===== config.mk =====
export PLATFORM = sky130hd
export DESIGN_NAME = icc_channel
export DESIGN_NICKNAME = d
export VERILOG_FILES = /design/src/icc_pkg.sv /design/src/icc_fifo.sv /design/src/icc_channel.sv
export SDC_FILE = /design/constraint.sdc
export NUM_CORES = 1
export LEC_CHECK = 0
export ABC_AREA = 1
export BUFFER_PORTS_ARGS = -buffer_cell sky130_fd_sc_hd__buf_2
export CELL_PAD_IN_SITES_DETAIL_PLACEMENT = 0
export CELL_PAD_IN_SITES_GLOBAL_PLACEMENT = 1
export CORE_ASPECT_RATIO = 0.8
export CORE_MARGIN = 3
export CORE_UTILIZATION = 40
export DETAILED_ROUTE_END_ITERATION = 10
export PLACE_DENSITY_LB_ADDON = 0.1
export SYNTH_ARGS = -nofsm -noshare
export SYNTH_HDL_FRONTEND = slang
export SYNTH_SLANG_ARGS = --single-unit

===== constraint.sdc =====
create_clock -name clk_i -period 2.45 [get_ports clk_i]
set_input_delay 0.3675 -clock clk_i [delete_from_list [all_inputs] [get_ports clk_i]]
set_output_delay 0.3675 -clock clk_i [all_outputs]
set_load 0.1 [all_outputs]

===== src/icc_pkg.sv =====
/*
 * Constants for the input capture channel: register map, control field
 * positions, reset values and capture mode encodings.
 * Assumes a 32-bit classic Wishbone bus with byte addresses.
 */
package icc_pkg;

    // ----------------------------------------------------------------
    // Register offsets (byte addresses)
    // ----------------------------------------------------------------
    localparam logic [3:0] ADDR_CTRL = 4'h0;
    localparam logic [3:0] ADDR_BUF = 4'h4;
    localparam logic [3:0] ADDR_IRQ_STAT = 4'h8;
    localparam logic [3:0] ADDR_IRQ_MASK = 4'hc;

    // ----------------------------------------------------------------
    // Control field positions
    // ----------------------------------------------------------------
    localparam int CTRL_IDLE_STOP_BIT = 13;
    localparam int CTRL_TIMER_SEL_BIT = 7;
    localparam int CTRL_CPI_LSB = 5;
    localparam int CTRL_OVF_BIT = 4;
    localparam int CTRL_BNE_BIT = 3;
    localparam int CTRL_MODE_LSB = 0;

    // Interrupt status bit positions
    localparam int IRQ_CAPTURE_BIT = 0;
    localparam int IRQ_OVERFLOW_BIT = 1;
    localparam int IRQ_WAKE_BIT = 2;

    // ----------------------------------------------------------------
    // Reset values and sizes
    // ----------------------------------------------------------------
    localparam logic [2:0] MODE_RESET = 3'h0;
    localparam logic [1:0] CPI_RESET = 2'h0;
    localparam logic [2:0] IRQ_MASK_RESET = 3'h0;
    localparam int FIFO_DEPTH = 4;
    localparam logic [3:0] PRESCALE_4 = 4'h3;
    localparam logic [3:0] PRESCALE_16 = 4'hf;

    // ----------------------------------------------------------------
    // Capture modes
    // ----------------------------------------------------------------
    localparam logic [2:0] MODE_OFF = 3'h0;
    localparam logic [2:0] MODE_EVERY_EDGE = 3'h1;
    localparam logic [2:0] MODE_FALL = 3'h2;
    localparam logic [2:0] MODE_RISE = 3'h3;
    localparam logic [2:0] MODE_RISE_4 = 3'h4;
    localparam logic [2:0] MODE_RISE_16 = 3'h5;
    localparam logic [2:0] MODE_UNUSED = 3'h6;
    localparam logic [2:0] MODE_WAKE = 3'h7;

endpackage : icc_pkg


===== src/icc_fifo.sv =====
/*
 * Four-entry capture buffer holding 16-bit timer values.
 * Assumes push and pop come from logic on clk_i; push while full is dropped.
 */
module icc_fifo (
    input wire logic clk_i,
    input wire logic rst_i,
    input wire logic flush_i,
    input wire logic push_i,
    input wire logic [15:0] data_i,
    input wire logic pop_i,
    output logic [15:0] data_o,
    output logic empty_o,
    output logic full_o
);

    logic [15:0] mem [0:icc_pkg::FIFO_DEPTH-1];
    logic [1:0] wr_ptr;
    logic [1:0] rd_ptr;
    logic [2:0] count;

    wire do_push = push_i && !full_o;
    wire do_pop = pop_i && !empty_o;

    assign empty_o = (count == 3'h0);
    assign full_o = (count == 3'h4);
    assign data_o = mem[rd_ptr];

    // ----------------------------------------------------------------
    // Storage
    // ----------------------------------------------------------------
    always_ff @(posedge clk_i) begin
        if (do_push) begin
            mem[wr_ptr] <= data_i;
        end
    end

    always_ff @(posedge clk_i) begin
        if (rst_i || flush_i) begin
            wr_ptr <= 2'h0;
            rd_ptr <= 2'h0;
            count <= 3'h0;
        end else begin
            if (do_push) begin
                wr_ptr <= wr_ptr + 2'h1;
            end
            if (do_pop) begin
                rd_ptr <= rd_ptr + 2'h1;
            end
            if (do_push && !do_pop) begin
                count <= count + 3'h1;
            end else if (do_pop && !do_push) begin
                count <= count - 3'h1;
            end
        end
    end

endmodule : icc_fifo


===== src/icc_channel.sv =====
/*
 * Input capture channel: edge detection and prescaling on the capture pin,
 * timer capture into a four-entry buffer, interrupt pacing, wake request,
 * and a classic Wishbone register slave.
 * Assumes both timer counts arrive on clk_i; the capture pin and the
 * processor power states are asynchronous and synchronised here.
 */
// Chosen here: register access over Wishbone and the placing of the registers.
// Summary of operation
// - A qualifying pin event latches the selected timer's 16-bit count.
// - Timer select one takes the first timer, zero the second.
// - Captures-per-interrupt field: interrupt every 1st, 2nd, 3rd or 4th capture.
// - Every-edge mode ignores captures-per-interrupt; each capture interrupts.
// - Read-only overflow flag reads one after a capture overflow.
// - Read-only not-empty flag reads one while unread captures remain.
// - Captures are held in a four-deep first-in first-out buffer.
// - Mode 111 is a rising-edge interrupt only in Sleep or Idle.
// - Mode 000 is off; mode 110 is unused and disabled.
// - Mode 101 captures every 16th rising edge, 100 every 4th.
// - Mode 011 captures every rising edge, 010 every falling edge.
// - Mode 001 captures on both rising and falling edges.
// - Idle-stop set halts the channel in Idle; clear keeps it running.
// - A capture pin event can wake the device from Sleep and Idle.
module icc_channel (
    input wire logic clk_i,
    input wire logic rst_i,
    // Wishbone slave
    input wire logic cyc_i,
    input wire logic stb_i,
    input wire logic we_i,
    input wire logic [3:0] adr_i,
    input wire logic [3:0] sel_i,
    input wire logic [31:0] dat_i,
    output logic [31:0] dat_o,
    output logic ack_o,
    // Capture side
    input wire logic capture_input_pin_i,
    input wire logic [15:0] first_timer_count_i,
    input wire logic [15:0] second_timer_count_i,
    input wire logic cpu_idle_i,
    input wire logic cpu_sleep_i,
    output logic wake_o,
    output logic irq_o
);

    // ----------------------------------------------------------------
    // Control and synchronisers
    // ----------------------------------------------------------------
    logic capture_idle_stop;
    logic capture_timer_select;
    logic [1:0] captures_per_interrupt;
    logic [2:0] capture_mode_select;
    logic capture_overflow_flag;
    logic [2:0] irq_status;
    logic [2:0] irq_mask;
    logic [2:0] pin_sync;
    logic [1:0] idle_sync;
    logic [1:0] sleep_sync;
    logic [3:0] prescale_count;
    logic [1:0] event_count;
    logic [15:0] fifo_data;
    logic fifo_empty;
    logic fifo_full;

    // Bit 0 is the metastable stage; only bit 1 reads it
    always_ff @(posedge clk_i) begin
        if (rst_i) begin
            pin_sync <= 3'h0;
            idle_sync <= 2'h0;
            sleep_sync <= 2'h0;
        end else begin
            pin_sync <= {pin_sync[1:0], capture_input_pin_i};
            idle_sync <= {idle_sync[0], cpu_idle_i};
            sleep_sync <= {sleep_sync[0], cpu_sleep_i};
        end
    end

    wire pin_rise = pin_sync[1] && !pin_sync[2];
    wire pin_fall = !pin_sync[1] && pin_sync[2];
    wire in_idle = idle_sync[1];
    wire in_sleep = sleep_sync[1];

    // ----------------------------------------------------------------
    // Event qualification
    // ----------------------------------------------------------------
    wire halted = capture_idle_stop && in_idle;
    wire mode_off = (capture_mode_select == icc_pkg::MODE_OFF)
        || (capture_mode_select == icc_pkg::MODE_UNUSED);
    wire mode_wake = (capture_mode_select == icc_pkg::MODE_WAKE);
    wire mode_every = (capture_mode_select == icc_pkg::MODE_EVERY_EDGE);
    wire mode_presc4 = (capture_mode_select == icc_pkg::MODE_RISE_4);
    wire mode_presc16 = (capture_mode_select == icc_pkg::MODE_RISE_16);
    wire [3:0] prescale_top = mode_presc16 ? icc_pkg::PRESCALE_16 : icc_pkg::PRESCALE_4;
    wire prescale_hit = pin_rise && (prescale_count == prescale_top);

    logic capture_event;
    always_comb begin
        capture_event = 1'b0;
        case (capture_mode_select)
            icc_pkg::MODE_EVERY_EDGE: capture_event = pin_rise || pin_fall;
            icc_pkg::MODE_FALL: capture_event = pin_fall;
            icc_pkg::MODE_RISE: capture_event = pin_rise;
            icc_pkg::MODE_RISE_4: capture_event = prescale_hit;
            icc_pkg::MODE_RISE_16: capture_event = prescale_hit;
            default: capture_event = 1'b0;
        endcase
        if (halted) begin
            capture_event = 1'b0;
        end
    end

    // Rising edge only, and only while the processor sleeps or idles
    wire wake_event = mode_wake && pin_rise && (in_sleep || in_idle);
    wire capture_value_sel = capture_timer_select;
    wire [15:0] capture_value = capture_value_sel ? first_timer_count_i
        : second_timer_count_i;
    wire capture_drop = capture_event && fifo_full;

    always_ff @(posedge clk_i) begin
        if (rst_i || mode_off) begin
            prescale_count <= 4'h0;
        end else if (!halted && (mode_presc4 || mode_presc16) && pin_rise) begin
            prescale_count <= prescale_hit ? 4'h0 : prescale_count + 4'h1;
        end
    end

    // ----------------------------------------------------------------
    // Interrupt pacing
    // ----------------------------------------------------------------
    wire pace_hit = mode_every || (event_count == captures_per_interrupt);
    wire capture_irq = capture_event && !fifo_full && pace_hit;

    always_ff @(posedge clk_i) begin
        if (rst_i || mode_off) begin
            event_count <= 2'h0;
        end else if (capture_event && !fifo_full && !mode_every) begin
            event_count <= pace_hit ? 2'h0 : event_count + 2'h1;
        end
    end

    // ----------------------------------------------------------------
    // Capture buffer
    // ----------------------------------------------------------------
    wire bus_req = cyc_i && stb_i && !ack_o;
    wire bus_rd = bus_req && !we_i;
    wire bus_wr = bus_req && we_i;
    wire hit_ctrl = (adr_i == icc_pkg::ADDR_CTRL);
    wire hit_buf = (adr_i == icc_pkg::ADDR_BUF);
    wire hit_stat = (adr_i == icc_pkg::ADDR_IRQ_STAT);
    wire hit_mask = (adr_i == icc_pkg::ADDR_IRQ_MASK);
    wire buf_pop = bus_rd && hit_buf;

    icc_fifo u_fifo (
        .clk_i(clk_i),
        .rst_i(rst_i),
        .flush_i(mode_off),
        .push_i(capture_event),
        .data_i(capture_value),
        .pop_i(buf_pop),
        .data_o(fifo_data),
        .empty_o(fifo_empty),
        .full_o(fifo_full)
    );

    always_ff @(posedge clk_i) begin
        if (rst_i || mode_off) begin
            capture_overflow_flag <= 1'b0;
        end else if (capture_drop) begin
            capture_overflow_flag <= 1'b1;
        end
    end

    // ----------------------------------------------------------------
    // Register slave
    // ----------------------------------------------------------------
    wire [15:0] ctrl_view = {2'h0, capture_idle_stop, 5'h00, capture_timer_select,
        captures_per_interrupt, capture_overflow_flag, !fifo_empty,
        capture_mode_select};

    wire [31:0] read_mux = hit_ctrl ? {16'h0000, ctrl_view}
        : hit_buf ? {16'h0000, fifo_data}
        : hit_stat ? {29'h0, irq_status}
        : hit_mask ? {29'h0, irq_mask}
        : 32'h0000_0000;

    wire ctrl_wr_lo = bus_wr && hit_ctrl && sel_i[0];
    wire ctrl_wr_hi = bus_wr && hit_ctrl && sel_i[1];

    always_ff @(posedge clk_i) begin
        if (rst_i) begin
            ack_o <= 1'b0;
            dat_o <= 32'h0000_0000;
        end else begin
            ack_o <= bus_req;
            dat_o <= bus_rd ? read_mux : 32'h0000_0000;
        end
    end

    // Flag bits 4 and 3 are read-only; writes to them are ignored
    always_ff @(posedge clk_i) begin
        if (rst_i) begin
            capture_idle_stop <= 1'b0;
            capture_timer_select <= 1'b0;
            captures_per_interrupt <= icc_pkg::CPI_RESET;
            capture_mode_select <= icc_pkg::MODE_RESET;
            irq_mask <= icc_pkg::IRQ_MASK_RESET;
        end else begin
            if (ctrl_wr_hi) begin
                capture_idle_stop <= dat_i[icc_pkg::CTRL_IDLE_STOP_BIT];
            end
            if (ctrl_wr_lo) begin
                capture_timer_select <= dat_i[icc_pkg::CTRL_TIMER_SEL_BIT];
                captures_per_interrupt <= dat_i[icc_pkg::CTRL_CPI_LSB +: 2];
                capture_mode_select <= dat_i[icc_pkg::CTRL_MODE_LSB +: 3];
            end
            if (bus_wr && hit_mask && sel_i[0]) begin
                irq_mask <= dat_i[2:0];
            end
        end
    end

    // ----------------------------------------------------------------
    // Interrupt status: set wins over the clear-on-read
    // ----------------------------------------------------------------
    wire [2:0] irq_set = {wake_event, capture_drop, capture_irq};
    wire stat_read = bus_rd && hit_stat;
    wire [2:0] next_irq_status = (stat_read ? 3'h0 : irq_status) | irq_set;

    always_ff @(posedge clk_i) begin
        if (rst_i) begin
            irq_status <= 3'h0;
        end else begin
            irq_status <= next_irq_status;
        end
    end

    assign irq_o = |(irq_status & irq_mask);
    // Wake follows the unmasked event bits so a sleeping core can resume
    assign wake_o = in_sleep || in_idle ? |irq_status : 1'b0;

endmodule : icc_channel


==> results.md <==
- At the worst endpoint, the arrival time is 2.62 ns.
- The cell at the root of the clock tree is sky130_fd_sc_hd__clkbuf_16.
- The routed wire length on met2 is ~5000 um.
- The I/O pin total is 115.
- The mapped cell area is 0.004996 mm^2.
- Hold repair after CTS inserted 0 buffers.
- The setup check on the worst reg-to-reg path leaves a slack of 0.16 ns.
- The total placed cells including tap cells is between 700 and 800.
- The total chip power is 4.643 mW.
- TritonCTS built the clock tree.
- The type of the worst setup path is flip-flop to flip-flop.
- The maximum number of buffers from clock root to sink is 2.
- The cell count after synthesis came out at between 500 and 600.
- The clock arrives with 0.008864 ns of skew.
- After detailed routing, the total wire length is 11210 um.
- The cell depth of the worst min-delay path is 3.
- The end of the worst register-to-register path is u_fifo.count[2]$_SDFFE_PP0P_.
- Across every metal layer, demand over resource in global routing totals 16.75%.
- The startpoint identified for the worst register-to-register timing path is pin_sync[2]$_SDFF_PP0_.
- After clock tree synthesis, the clock-pin slew on the worst setup and hold paths is 0.05 ns.
- The number of clock buffers added by TritonCTS is 17.
- The worst-case IR drop observed on VDD is 443.8 uV.
- Entering global routing, the biggest net connects 27 pins.
- Dividing the synthesized area by the synthesized cell count gives 9.391 um^2.
- The number of nets with antenna violations after routing is 0.
- Detailed routing placed a total of 521 um of wire on met3.
- The flow ran to the end, and the final reports show no timing, DRC or antenna violations.
- The shortest clock period the worst path allows after layout is about 2.3 ns.
- The placer's final routability congestion estimate is 0.8072.
- The final antenna diode count is 0.
- Data on the critical path is required at its endpoint by 2.78 ns.
- The final clock period utilization by the worst path is 93.46%.
- The height of the die is 106.0 um.
- Yosys mapped a number of flops with a built-in enable equal to 64.
- The number of H-tree levels is 4.
- Counting flops with an async set or reset pin after synthesis yields a share of 0%.
- In this design, the critical path's most frequently occurring cell is sky130_fd_sc_hd__inv_1.
- Leaving out fill and tap cells, the most frequent cell in the layout is sky130_fd_sc_hd__nand2_1.
- Across the run, the number of max-cap violations was 0.
- In the final routing, the length of wire on met1 measures 5537 um.
- The first global-routing pass estimated between 15000 and 20000 um of wire.
- The estimated wirelength of the detail-placed design is around 7700 um.
- The peak per-stage delay on the critical path is between 0.3 and 0.4 ns.
- The number of design rule violations left after detail routing is 0.
- The finished layout holds 801 standard cells, fillers aside.
- In this run the static leakage power is 2.508 nW.
- The initialized floorplan defines 35 standard-cell rows.
- The startpoint of the tightest hold check path is cpu_idle_i.
- The buffers plus inverters on the worst setup path is 5.
- For hold timing, the worst endpoint is idle_sync[0]$_SDFF_PP0_.
- The number of hold violations in the final report is 0.
- Walking the worst path, the cells encountered are inv_1, ha_2, nand2_1, nand2_1, nand2_1, o21ai_1, inv_1, nand2_2, nand3_4, inv_4, ha_1, inv_1, fa_1, inv_1, a21oi_1, o21ai_0, o21ai_0, a21oi_1.
- Along the worst path, the maximum fanout reaches 3.
- In this run, distinct cell masters in the synthesized netlist total 38.
- The count of final max-slew check failures is 0.
- The Yosys step of the flow raised 0 warnings.
- The number of global-route vias before repair was 3517.
- The placement-stage cell area is 0.005547 mm^2.
- The clock insertion delay at the later pin of the skew report is 0.41 ns.
- The largest individual stage delay along the critical path comes from the cell sky130_fd_sc_hd__fa_1.
- On the final layout, the worst hold slack is 0.1579 ns.
- The sequential element share of the synthesized area is 59.70%.
- The number of port buffers is 71.
- The initial detailed-routing violation count is 258.
- Power spread over the standard cell area amounts to 758.6 mW/mm^2.
- Setup violations remaining at the end of the flow were counted as 0.
- For this run the aggregate overflow at the end of global routing stands at 0.
- After detailed routing, the average wire length per cell comes to 13.99 um.
- The highest layer used for signal routing is met4.
- From left edge to right edge, the die measures 131.0 um.
- The floorplan step defined a die boundary enclosing 0.01388 mm^2.
- The achievable frequency is roughly 440 MHz.
- STA classifies the critical path startpoint as a flip-flop.
- The final layout contains 711 nets.
- The routed layout has 3750 vias.
- Synthesis inferred 117 register bits.
- The initial antenna violation count is 0.
- The transition at the pin with the smallest max-transition slack is ~0.53 ns.
- The area of the core region is 0.01187 mm^2.
- Compared with the post-synthesis result, the final layout area differs by 22.51%.
- STA classifies the critical path endpoint as a flip-flop.
- For the final routed database, the setup TNS stands at 0 ns.
- In this run the worst hold path is classified as input port to flip-flop.
- Broken down by cell family, the worst path's largest delay share belongs to adder cells.
- Once the floorplan was initialized, standard cells occupied 42.10% of the core.
- The headroom to the max-slew limit is 64.35%.
- The post-route cell area is 0.006121 mm^2.
- The post-route netlist has 22.36% of its cells at a drive strength greater than 1.
- The total number of clock tree sinks is 117.
- For this run, the leading register cell type out of synthesis is sky130_fd_sc_hd__edfxtp_1.
- The library cells used most frequently in the layout, excluding fill and tap cells, are sky130_fd_sc_hd__nand2_1 (101), sky130_fd_sc_hd__buf_2 (71), sky130_fd_sc_hd__nor2_1 (67).
- The first-pass iteration count of the detailed router is 7.
- The detailed-route vias per instance is 4.682.
- In this run the worst setup path begins at pin_sync[2]$_SDFF_PP0_.
- The worst register-to-register path has a depth of 18.
tightest hold or removal path: stages:
cell and delay, ns:
sky130_fd_sc_hd__buf_2 0.07, sky130_fd_sc_hd__inv_1 0.03, sky130_fd_sc_hd__nor2_1 0.06
metrics by stage:
step                      setup WS, ns  utilization [%]
after CTS                      0.07326            51.48
final                           0.1603            51.58
after floorplan                 0.3260                -
after global placement          0.1902            46.74
after detailed placement        0.1147            46.74
after global routing          -0.01243            51.58
cell families (layout without fill, tap and decap cells):
family,count (synthesis),count (layout),share of synthesized area [%]
other cells,1,16,0.07506
fa+ha+maj,9,9,2.404
mux,1,1,0.2004
xor+xnor,5,5,0.8767
compound gates,90,90,9.467
simple gates,224,224,19.58
flops,117,117,59.70
buf+inv,85,173,7.688
state kept, by name, summed over array words and instances, names as in the netlist, 2 cells and up, named ones only:
name,cells
capture_mode_select,3
captures_per_interrupt,2
dat_o,16
event_count,2
idle_sync,2
irq_mask,3
irq_status,3
pin_sync,3
prescale_count,4
sleep_sync,2
u_fifo.count,3
u_fifo.mem,64
u_fifo.rd_ptr,2
u_fifo.wr_ptr,2
worst max path at each step:
stage,endpoint,slack (ns),depth (start not counted)
finish,u_fifo.count[2]$_SDFFE_PP0P_,0.16,18
global placement,u_fifo.count[2]$_SDFFE_PP0P_,0.19,17
floorplan,u_fifo.mem[0][0]$_DFFE_PP_,0.33,7
detailed placement,u_fifo.count[2]$_SDFFE_PP0P_,0.11,18
CTS,u_fifo.count[2]$_SDFFE_PP0P_,0.07,18
global route,u_fifo.count[2]$_SDFFE_PP0P_,-0.01,18
routing by layer:
layer	up-vias	global-route usage, %
li1	1919	-
met1	1718	23.20
met2	101	25.29
met3	12	4.571
met4	0	5.727
met5	-	0
cell usage after synthesis (3+ instances only):
cell / number / area (um^2)
sky130_fd_sc_hd__a21oi_1: 31 / 155.2
sky130_fd_sc_hd__inv_1: 49 / 183.9
sky130_fd_sc_hd__buf_4: 16 / 120.1
sky130_fd_sc_hd__xor2_1: 3 / 26.28
sky130_fd_sc_hd__o21ai_0: 46 / 230.2
sky130_fd_sc_hd__edfxtp_1: 64 / 1922
sky130_fd_sc_hd__nand4_1: 4 / 25.02
sky130_fd_sc_hd__o21ai_1: 5 / 25.02
sky130_fd_sc_hd__nor2_2: 4 / 25.02
sky130_fd_sc_hd__ha_1: 8 / 100.1
sky130_fd_sc_hd__dfxtp_1: 53 / 1061
sky130_fd_sc_hd__nand3_1: 21 / 105.1
sky130_fd_sc_hd__clkbuf_1: 12 / 45.04
sky130_fd_sc_hd__nor2_1: 67 / 251.5
sky130_fd_sc_hd__nor3_1: 11 / 55.05
sky130_fd_sc_hd__inv_2: 4 / 15.01
sky130_fd_sc_hd__nand2_1: 101 / 379.1
sky130_fd_sc_hd__nand2_2: 5 / 31.28
sky130_fd_sc_hd__o22ai_1: 3 / 18.77
area by class of cell:
class	count	area, um^2
fill	1093	5747
sequential	117	2985
multi-input combinational	345	1688
clock buffer	23	489.2
timing repair buffer	86	467.9
inverter	55	209.0
tap	166	207.7
clock inverter	9	73.82
what timing repair did:
| item | in CTS | in global routing |
|---|---|---|
| setup endpoints to repair | 0 | 1 |
| hold endpoints to repair | 0 | 0 |
| resized for setup | 0 | 2 |
| setup buffers | 0 | 1 |
power by group:
part	switching, mW	total [mW]	internal (mW)
registers	0.00316	2.08	2.08
logic	0.174	0.220	0.0452
clock network	0.846	2.34	1.50
total	1.02	4.64	3.62
(Power assumes the default switching activity.)
